<file path="config.mk">
export PLATFORM = sky130hd
export DESIGN_NAME = adic_control
export DESIGN_NICKNAME = d
export VERILOG_FILES = /design/src/shared/adic_pkg.sv /design/src/rtl/adic_control.sv
export SDC_FILE = /design/constraint.sdc
export NUM_CORES = 2
export LEC_CHECK = 0
export BUFFER_PORTS_ARGS = -buffer_cell sky130_fd_sc_hd__buf_2
export CORE_MARGIN = 4
export CORE_UTILIZATION = 62
export CTS_CLUSTER_SIZE = 30
export DETAILED_ROUTE_END_ITERATION = 6
export GPL_TIMING_DRIVEN = 1
export PLACE_DENSITY = 0.77
export REMOVE_ABC_BUFFERS = 1
export SYNTH_ARGS = -nofsm -noshare
export SYNTH_HDL_FRONTEND = slang
export SYNTH_SLANG_ARGS = --single-unit
</file>
<file path="constraint.sdc">
create_clock -name CLOCK -period 6.01 [get_ports CLOCK]
set_input_delay 0.3005 -clock CLOCK [delete_from_list [all_inputs] [get_ports CLOCK]]
set_output_delay 0.3005 -clock CLOCK [all_outputs]
set_load 0.03 [all_outputs]
</file>
<file path="src/shared/adic_pkg.sv">
// Function
// - Start launches a positioning move to the stored point that point select names.
// - Start is honoured only outside manual mode; otherwise it is ignored.
// - Seven point select inputs form a binary number, input n weighs two to n.
// - In manual mode an inch input moves that way until released or soft limit.
// - The manual input selects manual mode; inching and teaching work only there.
// - Teach stores the actual position into the point that point select names.
// - Count mode zero plus the continuous count override behaves as count mode one.
// - With full count override, a push move at torque disregards the push limit value.
// - In position is high while commanded and actual position agree within tolerance.
// - Alarm is high exactly while a controller fault is present.
// - Ready is high only while idle and able to accept commands.
// - Moving is high for the whole of any motor movement.
// - Home complete is low during a home return and high once it finished.
// - Servo excited follows the energized servo, forced low by stop or error.
// - Point echo shows the selected point with the same binary weighting.
// - During motion torque cap hit is high when current reaches the limit.
// - While a fault exists the four fault code outputs carry its binary code.
// - During motion, zone hit is high when position lies within lower to upper.
// - Approach window lights approach_window the new target of a point move, solid in position.
// - Travel limit exceeded is high while the position is beyond a soft limit.
package adic_pkg;

    localparam int POS_W       = 32;
    localparam int CUR_W       = 16;
    localparam int PARAM_W     = 16;
    localparam int POINT_W     = 7;
    localparam int FAULT_W     = 4;
    localparam int POINT_COUNT = 1 << POINT_W;

    // Parameter addresses, and the count mode values that the override logic uses.
    localparam logic [PARAM_W-1:0] COUNT_MODE_ADDR   = 16'h0503;
    localparam logic [PARAM_W-1:0] APPROACH_TOL_ADDR = 16'h011D;
    localparam logic [PARAM_W-1:0] COUNT_MODE_ZERO   = 16'h0000;
    localparam logic [PARAM_W-1:0] COUNT_MODE_ONE    = 16'h0001;

    localparam logic [FAULT_W-1:0] FAULT_NONE = 4'h0;
    localparam logic [POINT_W-1:0] POINT_ZERO = 7'h00;
    localparam logic [POS_W-1:0]   POS_ZERO   = 32'h00000000;

    // Teach hold time and its cycle count at the 100 MHz clock.
    localparam int CLOCK_HZ          = 100_000_000;
    localparam int TEACH_HOLD_MS     = 20;
    localparam int TEACH_HOLD_CYCLES = TEACH_HOLD_MS * (CLOCK_HZ / 1000);

    typedef enum logic [1:0] {
        ADIC_ST_INIT = 2'b00,
        ADIC_ST_IDLE = 2'b01,
        ADIC_ST_MOVE = 2'b10,
        ADIC_ST_JOG  = 2'b11
    } adic_state_e;

    typedef enum logic [1:0] {
        ADIC_MV_ABS  = 2'b00,
        ADIC_MV_INC  = 2'b01,
        ADIC_MV_PUSH = 2'b10
    } adic_move_e;

    // Settings held by the parameter store of the controller.
    typedef struct packed {
        logic [POS_W-1:0]   target_tolerance;
        logic [POS_W-1:0]   approach_tolerance;
        logic [POS_W-1:0]   zone_lower;
        logic [POS_W-1:0]   zone_upper;
        logic [POS_W-1:0]   soft_limit_fwd;
        logic [POS_W-1:0]   soft_limit_rev;
        logic [CUR_W-1:0]   torque_limit;
        logic [PARAM_W-1:0] count_mode;
        adic_move_e         point_kind;
    } adic_cfg_s;

    // State reported by the motion core on the same clock.
    typedef struct packed {
        logic [POS_W-1:0]   actual_position;
        logic [CUR_W-1:0]   motor_current;
        logic               motion_busy;
        logic               home_busy;
        logic               home_done;
        logic               servo_energized;
        logic               emergency_stop;
        logic               fault_present;
        logic [FAULT_W-1:0] fault_code;
        logic               push_reached;
        logic               init_done;
    } adic_core_s;

    // Discrete input pins, asynchronous to the clock.
    typedef struct packed {
        logic               start;
        logic               manual;
        logic               inch_forward;
        logic               inch_reverse;
        logic               teach;
        logic               continuous_count_override;
        logic               full_count_override;
        logic [POINT_W-1:0] point_select;
    } adic_pins_s;

    localparam int PINS_W = $bits(adic_pins_s);

endpackage

</file>
<file path="src/rtl/adic_control.sv">
`timescale 1ns/1ps
module adic_control #(
    parameter int TEACH_HOLD = adic_pkg::TEACH_HOLD_CYCLES
) (
    // Clock and reset.
    input  wire logic                          CLOCK,
    input  wire logic                          RST,
    // Discrete input pins.
    input  wire adic_pkg::adic_pins_s          PINS,
    // Settings and motion core state.
    input  wire adic_pkg::adic_cfg_s           CFG,
    input  wire adic_pkg::adic_core_s          CORE,
    // Commands to the motion core.
    output logic                               MOVE_GO,
    output logic [adic_pkg::POS_W-1:0]         MOVE_TARGET,
    output logic                               INCH_FWD_RUN,
    output logic                               INCH_REV_RUN,
    output logic [adic_pkg::PARAM_W-1:0]       COUNT_MODE_EFFECTIVE,
    output logic                               PUSH_LIMIT_IGNORE,
    // Discrete status outputs.
    output logic                               IN_POSITION,
    output logic                               ALARM,
    output logic                               READY,
    output logic                               MOVING,
    output logic                               HOME_COMPLETE,
    output logic                               SERVO_EXCITED,
    output logic [adic_pkg::POINT_W-1:0]       POINT_ECHO,
    output logic                               TORQUE_CAP_HIT,
    output logic [adic_pkg::FAULT_W-1:0]       FAULT_CODE,
    output logic                               ZONE_HIT,
    output logic                               APPROACH_WINDOW,
    output logic                               TRAVEL_LIMIT_EXCEEDED
);

    // True when two signed positions differ by no more than the tolerance.
    function automatic logic within_tol(input logic [adic_pkg::POS_W-1:0] a,
                                        input logic [adic_pkg::POS_W-1:0] b,
                                        input logic [adic_pkg::POS_W-1:0] tol);
        logic [adic_pkg::POS_W:0] d;
        begin
            d = {a[adic_pkg::POS_W-1], a} - {b[adic_pkg::POS_W-1], b};
            if (d[adic_pkg::POS_W]) begin
                d = -d;
            end
            within_tol = (d <= {1'b0, tol});
        end
    endfunction

    // Two flip-flop synchroniser per pin; only the second stage is read.
    logic [adic_pkg::PINS_W-1:0] sync_a;
    logic [adic_pkg::PINS_W-1:0] sync_b;
    genvar gi;
    generate
        for (gi = 0; gi < adic_pkg::PINS_W; gi++) begin : g_sync
            always_ff @(posedge CLOCK or posedge RST) begin
                if (RST) begin
                    sync_a[gi] <= 1'b0;
                    sync_b[gi] <= 1'b0;
                end else begin
                    sync_a[gi] <= PINS[gi];
                    sync_b[gi] <= sync_a[gi];
                end
            end
        end
    endgenerate

    adic_pkg::adic_pins_s pin;
    adic_pkg::adic_pins_s pin_q;
    assign pin = adic_pkg::adic_pins_s'(sync_b);

    // Previous pin levels for edge detection.
    always_ff @(posedge CLOCK or posedge RST) begin
        if (RST) begin
            pin_q <= '0;
        end else begin
            pin_q <= pin;
        end
    end

    // Point memory and control state.
    logic [adic_pkg::POS_W-1:0]   point_mem [adic_pkg::POINT_COUNT];
    adic_pkg::adic_state_e        state;
    adic_pkg::adic_state_e        next_state;
    logic [adic_pkg::POS_W-1:0]   cmd_pos;
    logic [adic_pkg::POS_W-1:0]   next_cmd_pos;
    logic [adic_pkg::POINT_W-1:0] point;
    logic [adic_pkg::POINT_W-1:0] next_point;
    logic [31:0]                  teach_cnt;
    logic                         teach_done;
    logic                         approach_armed;
    logic                         moving_seen;

    // Edge and mode decode.
    wire start_rise  = pin.start & ~pin_q.start;
    wire teach_rise  = pin.teach & ~pin_q.teach;
    wire manual_mode = pin.manual;
    wire fault       = CORE.fault_present;
    wire servo_ok    = CORE.servo_energized & ~CORE.emergency_stop & ~fault;
    wire busy        = CORE.motion_busy | CORE.home_busy;
    wire idle_ok     = (state == adic_pkg::ADIC_ST_IDLE) & ~busy & ~fault & servo_ok;
    wire start_ok    = start_rise & ~manual_mode & idle_ok;
    wire [adic_pkg::POS_W-1:0] pos = CORE.actual_position;

    // Soft limit decode, signed compares.
    wire beyond_fwd = $signed(pos) > $signed(CFG.soft_limit_fwd);
    wire beyond_rev = $signed(pos) < $signed(CFG.soft_limit_rev);
    wire at_fwd     = $signed(pos) >= $signed(CFG.soft_limit_fwd);
    wire at_rev     = $signed(pos) <= $signed(CFG.soft_limit_rev);
    wire jog_fwd    = manual_mode & pin.inch_forward & ~pin.inch_reverse & ~at_fwd;
    wire jog_rev    = manual_mode & pin.inch_reverse & ~pin.inch_forward & ~at_rev;
    wire jog_any    = (jog_fwd | jog_rev) & servo_ok & ~fault;
    wire in_zone    = ($signed(pos) >= $signed(CFG.zone_lower)) & ($signed(pos) <= $signed(CFG.zone_upper));
    wire at_target  = within_tol(cmd_pos, pos, CFG.target_tolerance);
    wire approach_window_tgt   = within_tol(cmd_pos, pos, CFG.approach_tolerance);
    wire teach_hold = manual_mode & pin.teach & ~teach_done;
    wire teach_fire = teach_hold & (teach_cnt == 32'(TEACH_HOLD - 1));
    wire point_move = (CFG.point_kind == adic_pkg::ADIC_MV_ABS) | (CFG.point_kind == adic_pkg::ADIC_MV_INC);
    wire cmode_zero = CFG.count_mode == adic_pkg::COUNT_MODE_ZERO;

    // Next state and command selection.
    always_comb begin
        next_state   = state;
        next_cmd_pos = cmd_pos;
        next_point   = point;
        case (state)
            adic_pkg::ADIC_ST_INIT: begin
                if (CORE.init_done) begin
                    next_state = adic_pkg::ADIC_ST_IDLE;
                end
            end
            adic_pkg::ADIC_ST_IDLE: begin
                if (start_ok) begin
                    next_state   = adic_pkg::ADIC_ST_MOVE;
                    next_point   = pin.point_select;
                    next_cmd_pos = point_mem[pin.point_select];
                end else if (jog_any & ~busy) begin
                    next_state = adic_pkg::ADIC_ST_JOG;
                end else if (manual_mode & teach_rise) begin
                    next_point = pin.point_select;
                end
            end
            adic_pkg::ADIC_ST_MOVE: begin
                if ((moving_seen & ~CORE.motion_busy) | fault) begin
                    next_state = adic_pkg::ADIC_ST_IDLE;
                end
            end
            adic_pkg::ADIC_ST_JOG: begin
                next_cmd_pos = pos;
                if (~jog_any) begin
                    next_state = adic_pkg::ADIC_ST_IDLE;
                end
            end
            default: begin
                next_state = adic_pkg::ADIC_ST_INIT;
            end
        endcase
    end

    // Control registers.
    always_ff @(posedge CLOCK or posedge RST) begin
        if (RST) begin
            state   <= adic_pkg::ADIC_ST_INIT;
            cmd_pos <= adic_pkg::POS_ZERO;
            point   <= adic_pkg::POINT_ZERO;
        end else begin
            state   <= next_state;
            cmd_pos <= next_cmd_pos;
            point   <= next_point;
        end
    end

    // The core may take a cycle to raise busy, so the move ends only after busy was seen, or on a fault.
    always_ff @(posedge CLOCK or posedge RST) begin
        if (RST) begin
            moving_seen <= 1'b0;
        end else begin
            moving_seen <= (state == adic_pkg::ADIC_ST_MOVE) & (moving_seen | CORE.motion_busy);
        end
    end

    // Teach stores once per press after the hold time, so a bouncing contact cannot store twice.
    always_ff @(posedge CLOCK or posedge RST) begin
        if (RST) begin
            teach_cnt  <= 32'h00000000;
            teach_done <= 1'b0;
        end else if (~(manual_mode & pin.teach) | teach_rise) begin
            teach_cnt  <= 32'h00000000;
            teach_done <= 1'b0;
        end else if (teach_hold) begin
            teach_cnt  <= teach_cnt + 32'h00000001;
            teach_done <= teach_fire;
        end
    end

    // Point store has no reset; stored points survive a reset as they would in retained memory.
    always_ff @(posedge CLOCK) begin
        if (teach_fire) begin
            point_mem[point] <= pos;
        end
    end

    // Approach arming follows each new point move target.
    always_ff @(posedge CLOCK or posedge RST) begin
        if (RST) begin
            approach_armed <= 1'b0;
        end else if (start_ok) begin
            approach_armed <= point_move;
        end else if (state == adic_pkg::ADIC_ST_JOG) begin
            approach_armed <= 1'b0;
        end
    end

    // Home complete: cleared while homing, set when it finishes.
    always_ff @(posedge CLOCK or posedge RST) begin
        if (RST) begin
            HOME_COMPLETE <= 1'b0;
        end else if (CORE.home_busy) begin
            HOME_COMPLETE <= 1'b0;
        end else if (CORE.home_done) begin
            HOME_COMPLETE <= 1'b1;
        end
    end

    // Registered command outputs.
    always_ff @(posedge CLOCK or posedge RST) begin
        if (RST) begin
            MOVE_GO              <= 1'b0;
            MOVE_TARGET          <= adic_pkg::POS_ZERO;
            INCH_FWD_RUN         <= 1'b0;
            INCH_REV_RUN         <= 1'b0;
            COUNT_MODE_EFFECTIVE <= adic_pkg::COUNT_MODE_ZERO;
            PUSH_LIMIT_IGNORE    <= 1'b0;
        end else begin
            MOVE_GO              <= start_ok;
            MOVE_TARGET          <= start_ok ? point_mem[pin.point_select] : MOVE_TARGET;
            INCH_FWD_RUN         <= jog_fwd & jog_any & (next_state == adic_pkg::ADIC_ST_JOG);
            INCH_REV_RUN         <= jog_rev & jog_any & (next_state == adic_pkg::ADIC_ST_JOG);
            COUNT_MODE_EFFECTIVE <= (cmode_zero & pin.continuous_count_override) ?
                                    adic_pkg::COUNT_MODE_ONE : CFG.count_mode;
            PUSH_LIMIT_IGNORE    <= pin.full_count_override & CORE.push_reached &
                                    (CFG.point_kind == adic_pkg::ADIC_MV_PUSH);
        end
    end

    // Registered status outputs.
    always_ff @(posedge CLOCK or posedge RST) begin
        if (RST) begin
            IN_POSITION           <= 1'b0;
            ALARM                 <= 1'b0;
            READY                 <= 1'b0;
            MOVING                <= 1'b0;
            SERVO_EXCITED         <= 1'b0;
            POINT_ECHO            <= adic_pkg::POINT_ZERO;
            TORQUE_CAP_HIT        <= 1'b0;
            FAULT_CODE            <= adic_pkg::FAULT_NONE;
            ZONE_HIT              <= 1'b0;
            APPROACH_WINDOW       <= 1'b0;
            TRAVEL_LIMIT_EXCEEDED <= 1'b0;
        end else begin
            IN_POSITION           <= at_target & (state != adic_pkg::ADIC_ST_INIT);
            ALARM                 <= fault;
            READY                 <= idle_ok & ~start_ok;
            MOVING                <= busy | INCH_FWD_RUN | INCH_REV_RUN;
            SERVO_EXCITED         <= servo_ok;
            POINT_ECHO            <= point;
            TORQUE_CAP_HIT        <= busy & (CORE.motor_current >= CFG.torque_limit);
            FAULT_CODE            <= fault ? CORE.fault_code : adic_pkg::FAULT_NONE;
            ZONE_HIT              <= busy & in_zone;
            APPROACH_WINDOW       <= approach_armed & approach_window_tgt;
            TRAVEL_LIMIT_EXCEEDED <= beyond_fwd | beyond_rev;
        end
    end
endmodule // adic_control

</file>
==> flow_summary.rst <==
.. list-table::
   :header-rows: 1

   * - Metric
     - Value
   * - Pre-antenna DRT Iters
     - 7
   * - Clock net sink count
     - roughly 4,300
   * - Core Area
     - between 200,000 and 300,000 um^2
   * - Maximum vdd drop
     - 0.0002583 V
   * - Peak fanout along the critical path
     - 12
   * - Yosys Warn Count
     - 0
   * - Width of the die
     - roughly 530 um
   * - Post-Synth Adder-Cell Area
     - 0.01787
   * - Clock root buffer master
     - sky130_fd_sc_hd__clkbuf_16
   * - Synth Area in XOR/XNOR
     - 0.004101
   * - Routability cong.
     - roughly 0.95
   * - Starting density of the core
     - 0.6232
   * - Share of cells above drive strength 1
     - 0.3172
   * - Status
     - finished, violations left
   * - Area fraction in and, or, nand and nor cells after synthesis
     - 0.01847
   * - Post-layout minimum cycle time
     - about 5.4 ns
   * - Dominant synthesized flop cell
     - sky130_fd_sc_hd__edfxtp_1
   * - Area added between synthesis and finish
     - 14.32%
   * - Post-synthesis sequential area ratio
     - 0.7475
   * - Highest attainable clock frequency
     - about 190 MHz
   * - Required time of the critical path
     - 6.90 ns
   * - Net count reported at finish
     - around 9,200
   * - Pins Over Slew Limit
     - 5
   * - Clock buffer depth
     - 4
   * - Count of flip-flops with a built-in enable after synthesis
     - slightly above 4,000
   * - Placement-stage worst setup slack
     - ~0.37 ns
   * - DRC
     - 2
   * - Number of ports placed on the die boundary
     - ~380
   * - Iteration-0 DRC count of the detailed router
     - between 15,000 and 20,000
   * - Number of CTS-inserted buffers
     - between 400 and 500
   * - Post-CTS Repair Setup Buffers
     - 0
   * - Final WS setup
     - 0.6134 ns
   * - Largest family of logic cells by synthesized area
     - multiplexers
   * - Post-Route Utilization
     - 0.7125
   * - Final hold violations
     - 7
   * - Netlist cell types
     - 84
   * - Kind of start point of the critical path
     - register
   * - Post-synthesis instance area
     - between 150,000 and 200,000 um^2
   * - Number of vias per cell
     - just over 7
   * - Max capacitance violation total
     - 1
   * - RSZ-0062 raised after global routing
     - false
   * - TritonCTS clock tree
     - yes
   * - Post-synthesis sequential element count
     - ~4,300
   * - Leading post-synthesis cells by cell area
     - sky130_fd_sc_hd__edfxtp_1 72%, sky130_fd_sc_hd__mux4_2 17%, sky130_fd_sc_hd__dfrtp_1 2.6%
   * - Total grt overflow
     - 0
   * - Number of nets with antenna violations after routing
     - 0
   * - Worst Hold Class
     - input port to async pin
   * - Die Footprint
     - roughly 280,000 um^2
   * - WS Path Type
     - register to register
   * - Critical path endpoint category
     - register
   * - Via count of the first global-routing pass
     - 91,510
   * - Final-layout fill cell count
     - 15,160
   * - Number of core rows
     - 192
   * - Die Height
     - 532.5 um
   * - Total wire length after detailed routing
     - approximately 520,000 um
   * - Via Count
     - roughly 90,000
   * - HPWL after detailed placement
     - 297,400 um
   * - Max transition margin
     - -0.01348
   * - Cell taking the most area after synthesis
     - sky130_fd_sc_hd__edfxtp_1
   * - Combined global-route utilization of all metal layers
     - 0.3681
   * - Area share of the largest cell type after synthesis
     - 0.7213
   * - Post-CTS clock slew at the launch and capture registers of the worst setup and hold paths
     - 0.06 ns
   * - First-pass GRT wire length
     - around 720,000 um
   * - Insertion delay of the later-clocked pin in the worst-skew pair
     - 0.98 ns
   * - Failing checks
     - design-rule violations, negative hold slack, max-capacitance violations, max-slew violations
   * - H-tree level count
     - 5
   * - Gate count after technology mapping
     - 7,751
   * - Worst Tran Pin Value
     - 1.515 ns
   * - Number of buffers added on ports
     - roughly 370
   * - Cts hold-fix bufs
     - 92
   * - Multiplexer area fraction after synthesis
     - 0.1814
   * - Antenna violations before repair
     - 58
   * - Crit path arrival time
     - 6.29 ns
   * - Average wire per cell in the routed design
     - 40.99 um
   * - Final hold slack
     - -0.01520 ns
   * - Aggregate negative setup slack
     - 0 ns
   * - Proportion of synthesized flip-flops having asynchronous set or reset
     - 0.04187
   * - Total power density per cell area
     - 336.8 nW/um^2
   * - Area fraction in compound gates after synthesis
     - 0.01649
   * - Post-cts gate resize count
     - 0
   * - Fin Clk Skew
     - ~0.056 ns
   * - Setup-failing EPs final
     - 0
   * - Period utilisation layout
     - 0.8979
   * - Maximum number of pins on one net before global-route repair
     - between 100 and 150
   * - Static leakage
     - roughly 65 nW
   * - Post-Syn Area per Cell
     - 22.00 um^2
stage by stage:
stage	instance area (um^2)	cells	total power [mW]
2_1_floorplan	169100	7384	39.90
3_3_place_gp	180600	11760	39.95
3_5_place_dp	180600	11760	40.04
4_1_cts	194900	12600	65.70
5_1_grt	194900	12610	67.65
6_report	195000	12630	65.66
cells by family (layout without fill, tap and decap cells):
kind of cell               count (synthesis)  after routing
buffers and inverters                    617           1879
muxes                                   1449           1449
adders and majority gates                243            243
and+or+nand+nor                          652            652
DFF                                     4275           4275
other                                      0             24
xor gates and xnor gates                  79             79
AOI/OAI and AO/OA                        436            436
power by group:
| part | switching [mW] | total (mW) | internal (mW) |
|---|---|---|---|
| Clock | 11.3 | 26.0 | 14.7 |
| Sequential | 0.191 | 33.0 | 32.8 |
| Combinational | 4.09 | 6.68 | 2.59 |
| Total | 15.6 | 65.7 | 50.1 |
cell usage after synthesis (54+ instances only):
| cell type | n |
|---|---|
| sky130_fd_sc_hd__nor2_1 | 295 |
| sky130_fd_sc_hd__a21o_1 | 108 |
| sky130_fd_sc_hd__o21ai_0 | 64 |
| sky130_fd_sc_hd__nand2_1 | 96 |
| sky130_fd_sc_hd__inv_1 | 250 |
| sky130_fd_sc_hd__mux4_2 | 1312 |
| sky130_fd_sc_hd__edfxtp_1 | 4096 |
| sky130_fd_sc_hd__ha_1 | 242 |
| sky130_fd_sc_hd__clkbuf_1 | 232 |
| sky130_fd_sc_hd__a21oi_1 | 159 |
| sky130_fd_sc_hd__dfrtp_1 | 179 |
| sky130_fd_sc_hd__buf_2 | 54 |
| sky130_fd_sc_hd__buf_1 | 77 |
| sky130_fd_sc_hd__mux2i_1 | 130 |
critical path, stage by stage, from the launching register on:
cell                        delay [ns]
sky130_fd_sc_hd__dfrtp_1          0.35
sky130_fd_sc_hd__inv_1            0.04
sky130_fd_sc_hd__ha_1             0.22
sky130_fd_sc_hd__fa_1             0.45
sky130_fd_sc_hd__nor2b_4          0.15
sky130_fd_sc_hd__o31a_4           0.17
sky130_fd_sc_hd__o211a_1          0.27
sky130_fd_sc_hd__o211ai_1         0.15
sky130_fd_sc_hd__a21oi_1          0.23
sky130_fd_sc_hd__o21ai_0          0.17
sky130_fd_sc_hd__a22oi_1          0.90
sky130_fd_sc_hd__a31oi_1          0.15
sky130_fd_sc_hd__xor2_1           0.33
sky130_fd_sc_hd__ha_1             0.31
sky130_fd_sc_hd__a21o_1           0.19
sky130_fd_sc_hd__a21o_1           0.18
sky130_fd_sc_hd__a21oi_1          0.17
sky130_fd_sc_hd__o211ai_1         0.13
sky130_fd_sc_hd__a21oi_1          0.18
sky130_fd_sc_hd__a21oi_1          0.09
sky130_fd_sc_hd__a2111oi_0        0.28
sky130_fd_sc_hd__o21ai_0          0.14
sky130_fd_sc_hd__nor2_1           0.10
final timing paths:
check	from	depth (start not counted)	end	slack (ns)
worst max-delay path	cmd_pos[0]	22	APPROACH_WINDOW	0.61
worst min-delay path	RST	3	COUNT_MODE_EFFECTIVE[13]	-0.02
worst max register to register	cmd_pos[0]	22	APPROACH_WINDOW	0.61
worst min register to register	sync_a[11]	0	pin[11]	0.35
max in group asynchronous	RST	4	point[3]	4.73
min in group CLOCK	CFG[10]	2	COUNT_MODE_EFFECTIVE[8]	0.04
placed cells by master (no fill, tap or decap), types with 77 or more instances in the layout:
master and instances:
sky130_fd_sc_hd__mux2i_1 130, sky130_fd_sc_hd__nor2_4 128, sky130_fd_sc_hd__ha_1 242, sky130_fd_sc_hd__a21oi_1 159
sky130_fd_sc_hd__dlygate4sd3_1 93, sky130_fd_sc_hd__nor2_1 167, sky130_fd_sc_hd__buf_2 342, sky130_fd_sc_hd__clkbuf_16 415
sky130_fd_sc_hd__nand2_1 89, sky130_fd_sc_hd__clkinv_1 91, sky130_fd_sc_hd__dfrtp_1 172, sky130_fd_sc_hd__clkbuf_1 77
sky130_fd_sc_hd__buf_4 370, sky130_fd_sc_hd__a21o_1 108, sky130_fd_sc_hd__inv_1 249, sky130_fd_sc_hd__mux4_2 1312
sky130_fd_sc_hd__edfxtp_1 4096
flip-flops by register name, summed over array words and instances (netlist names), 2 cells and up:
| name | flops |
|---|---|
| FAULT_CODE | 4 |
| pin | 13 |
| sync_a | 14 |
| teach_cnt | 32 |
| point_mem | 4096 |
| COUNT_MODE_EFFECTIVE | 16 |
| MOVE_TARGET | 32 |
| pin_q | 2 |
| cmd_pos | 32 |
| POINT_ECHO | 7 |
| point | 7 |
| state | 2 |
final cells by class:
class / count / area [um^2] / area share
Clock buffer: 501 / 10800 / 0.05539
Antenna cell: 24 / 60.06 / 0.0003081
Clock inverter: 248 / 2610 / 0.01339
Sequential cell: 4275 / 127500 / 0.6540
Multi-Input combinational cell: 2859 / 41630 / 0.2135
Tap cell: 3589 / 4491 / 0.02303
Timing Repair Buffer: 880 / 6922 / 0.03550
Inverter: 250 / 945.9 / 0.004852
per-layer routing:
| metal | vias to the layer above | wire length, um | GRT usage |
|---|---|---|---|
| met5 | - | 217 | 0 |
| met4 | 30 | 36640 | 0.2070 |
| met3 | 1427 | 67020 | 0.1020 |
| met2 | 7754 | 244300 | 0.5673 |
| met1 | 47110 | 169300 | 0.4822 |
| li1 | 34350 | - | - |
(Power assumes the default switching activity.)
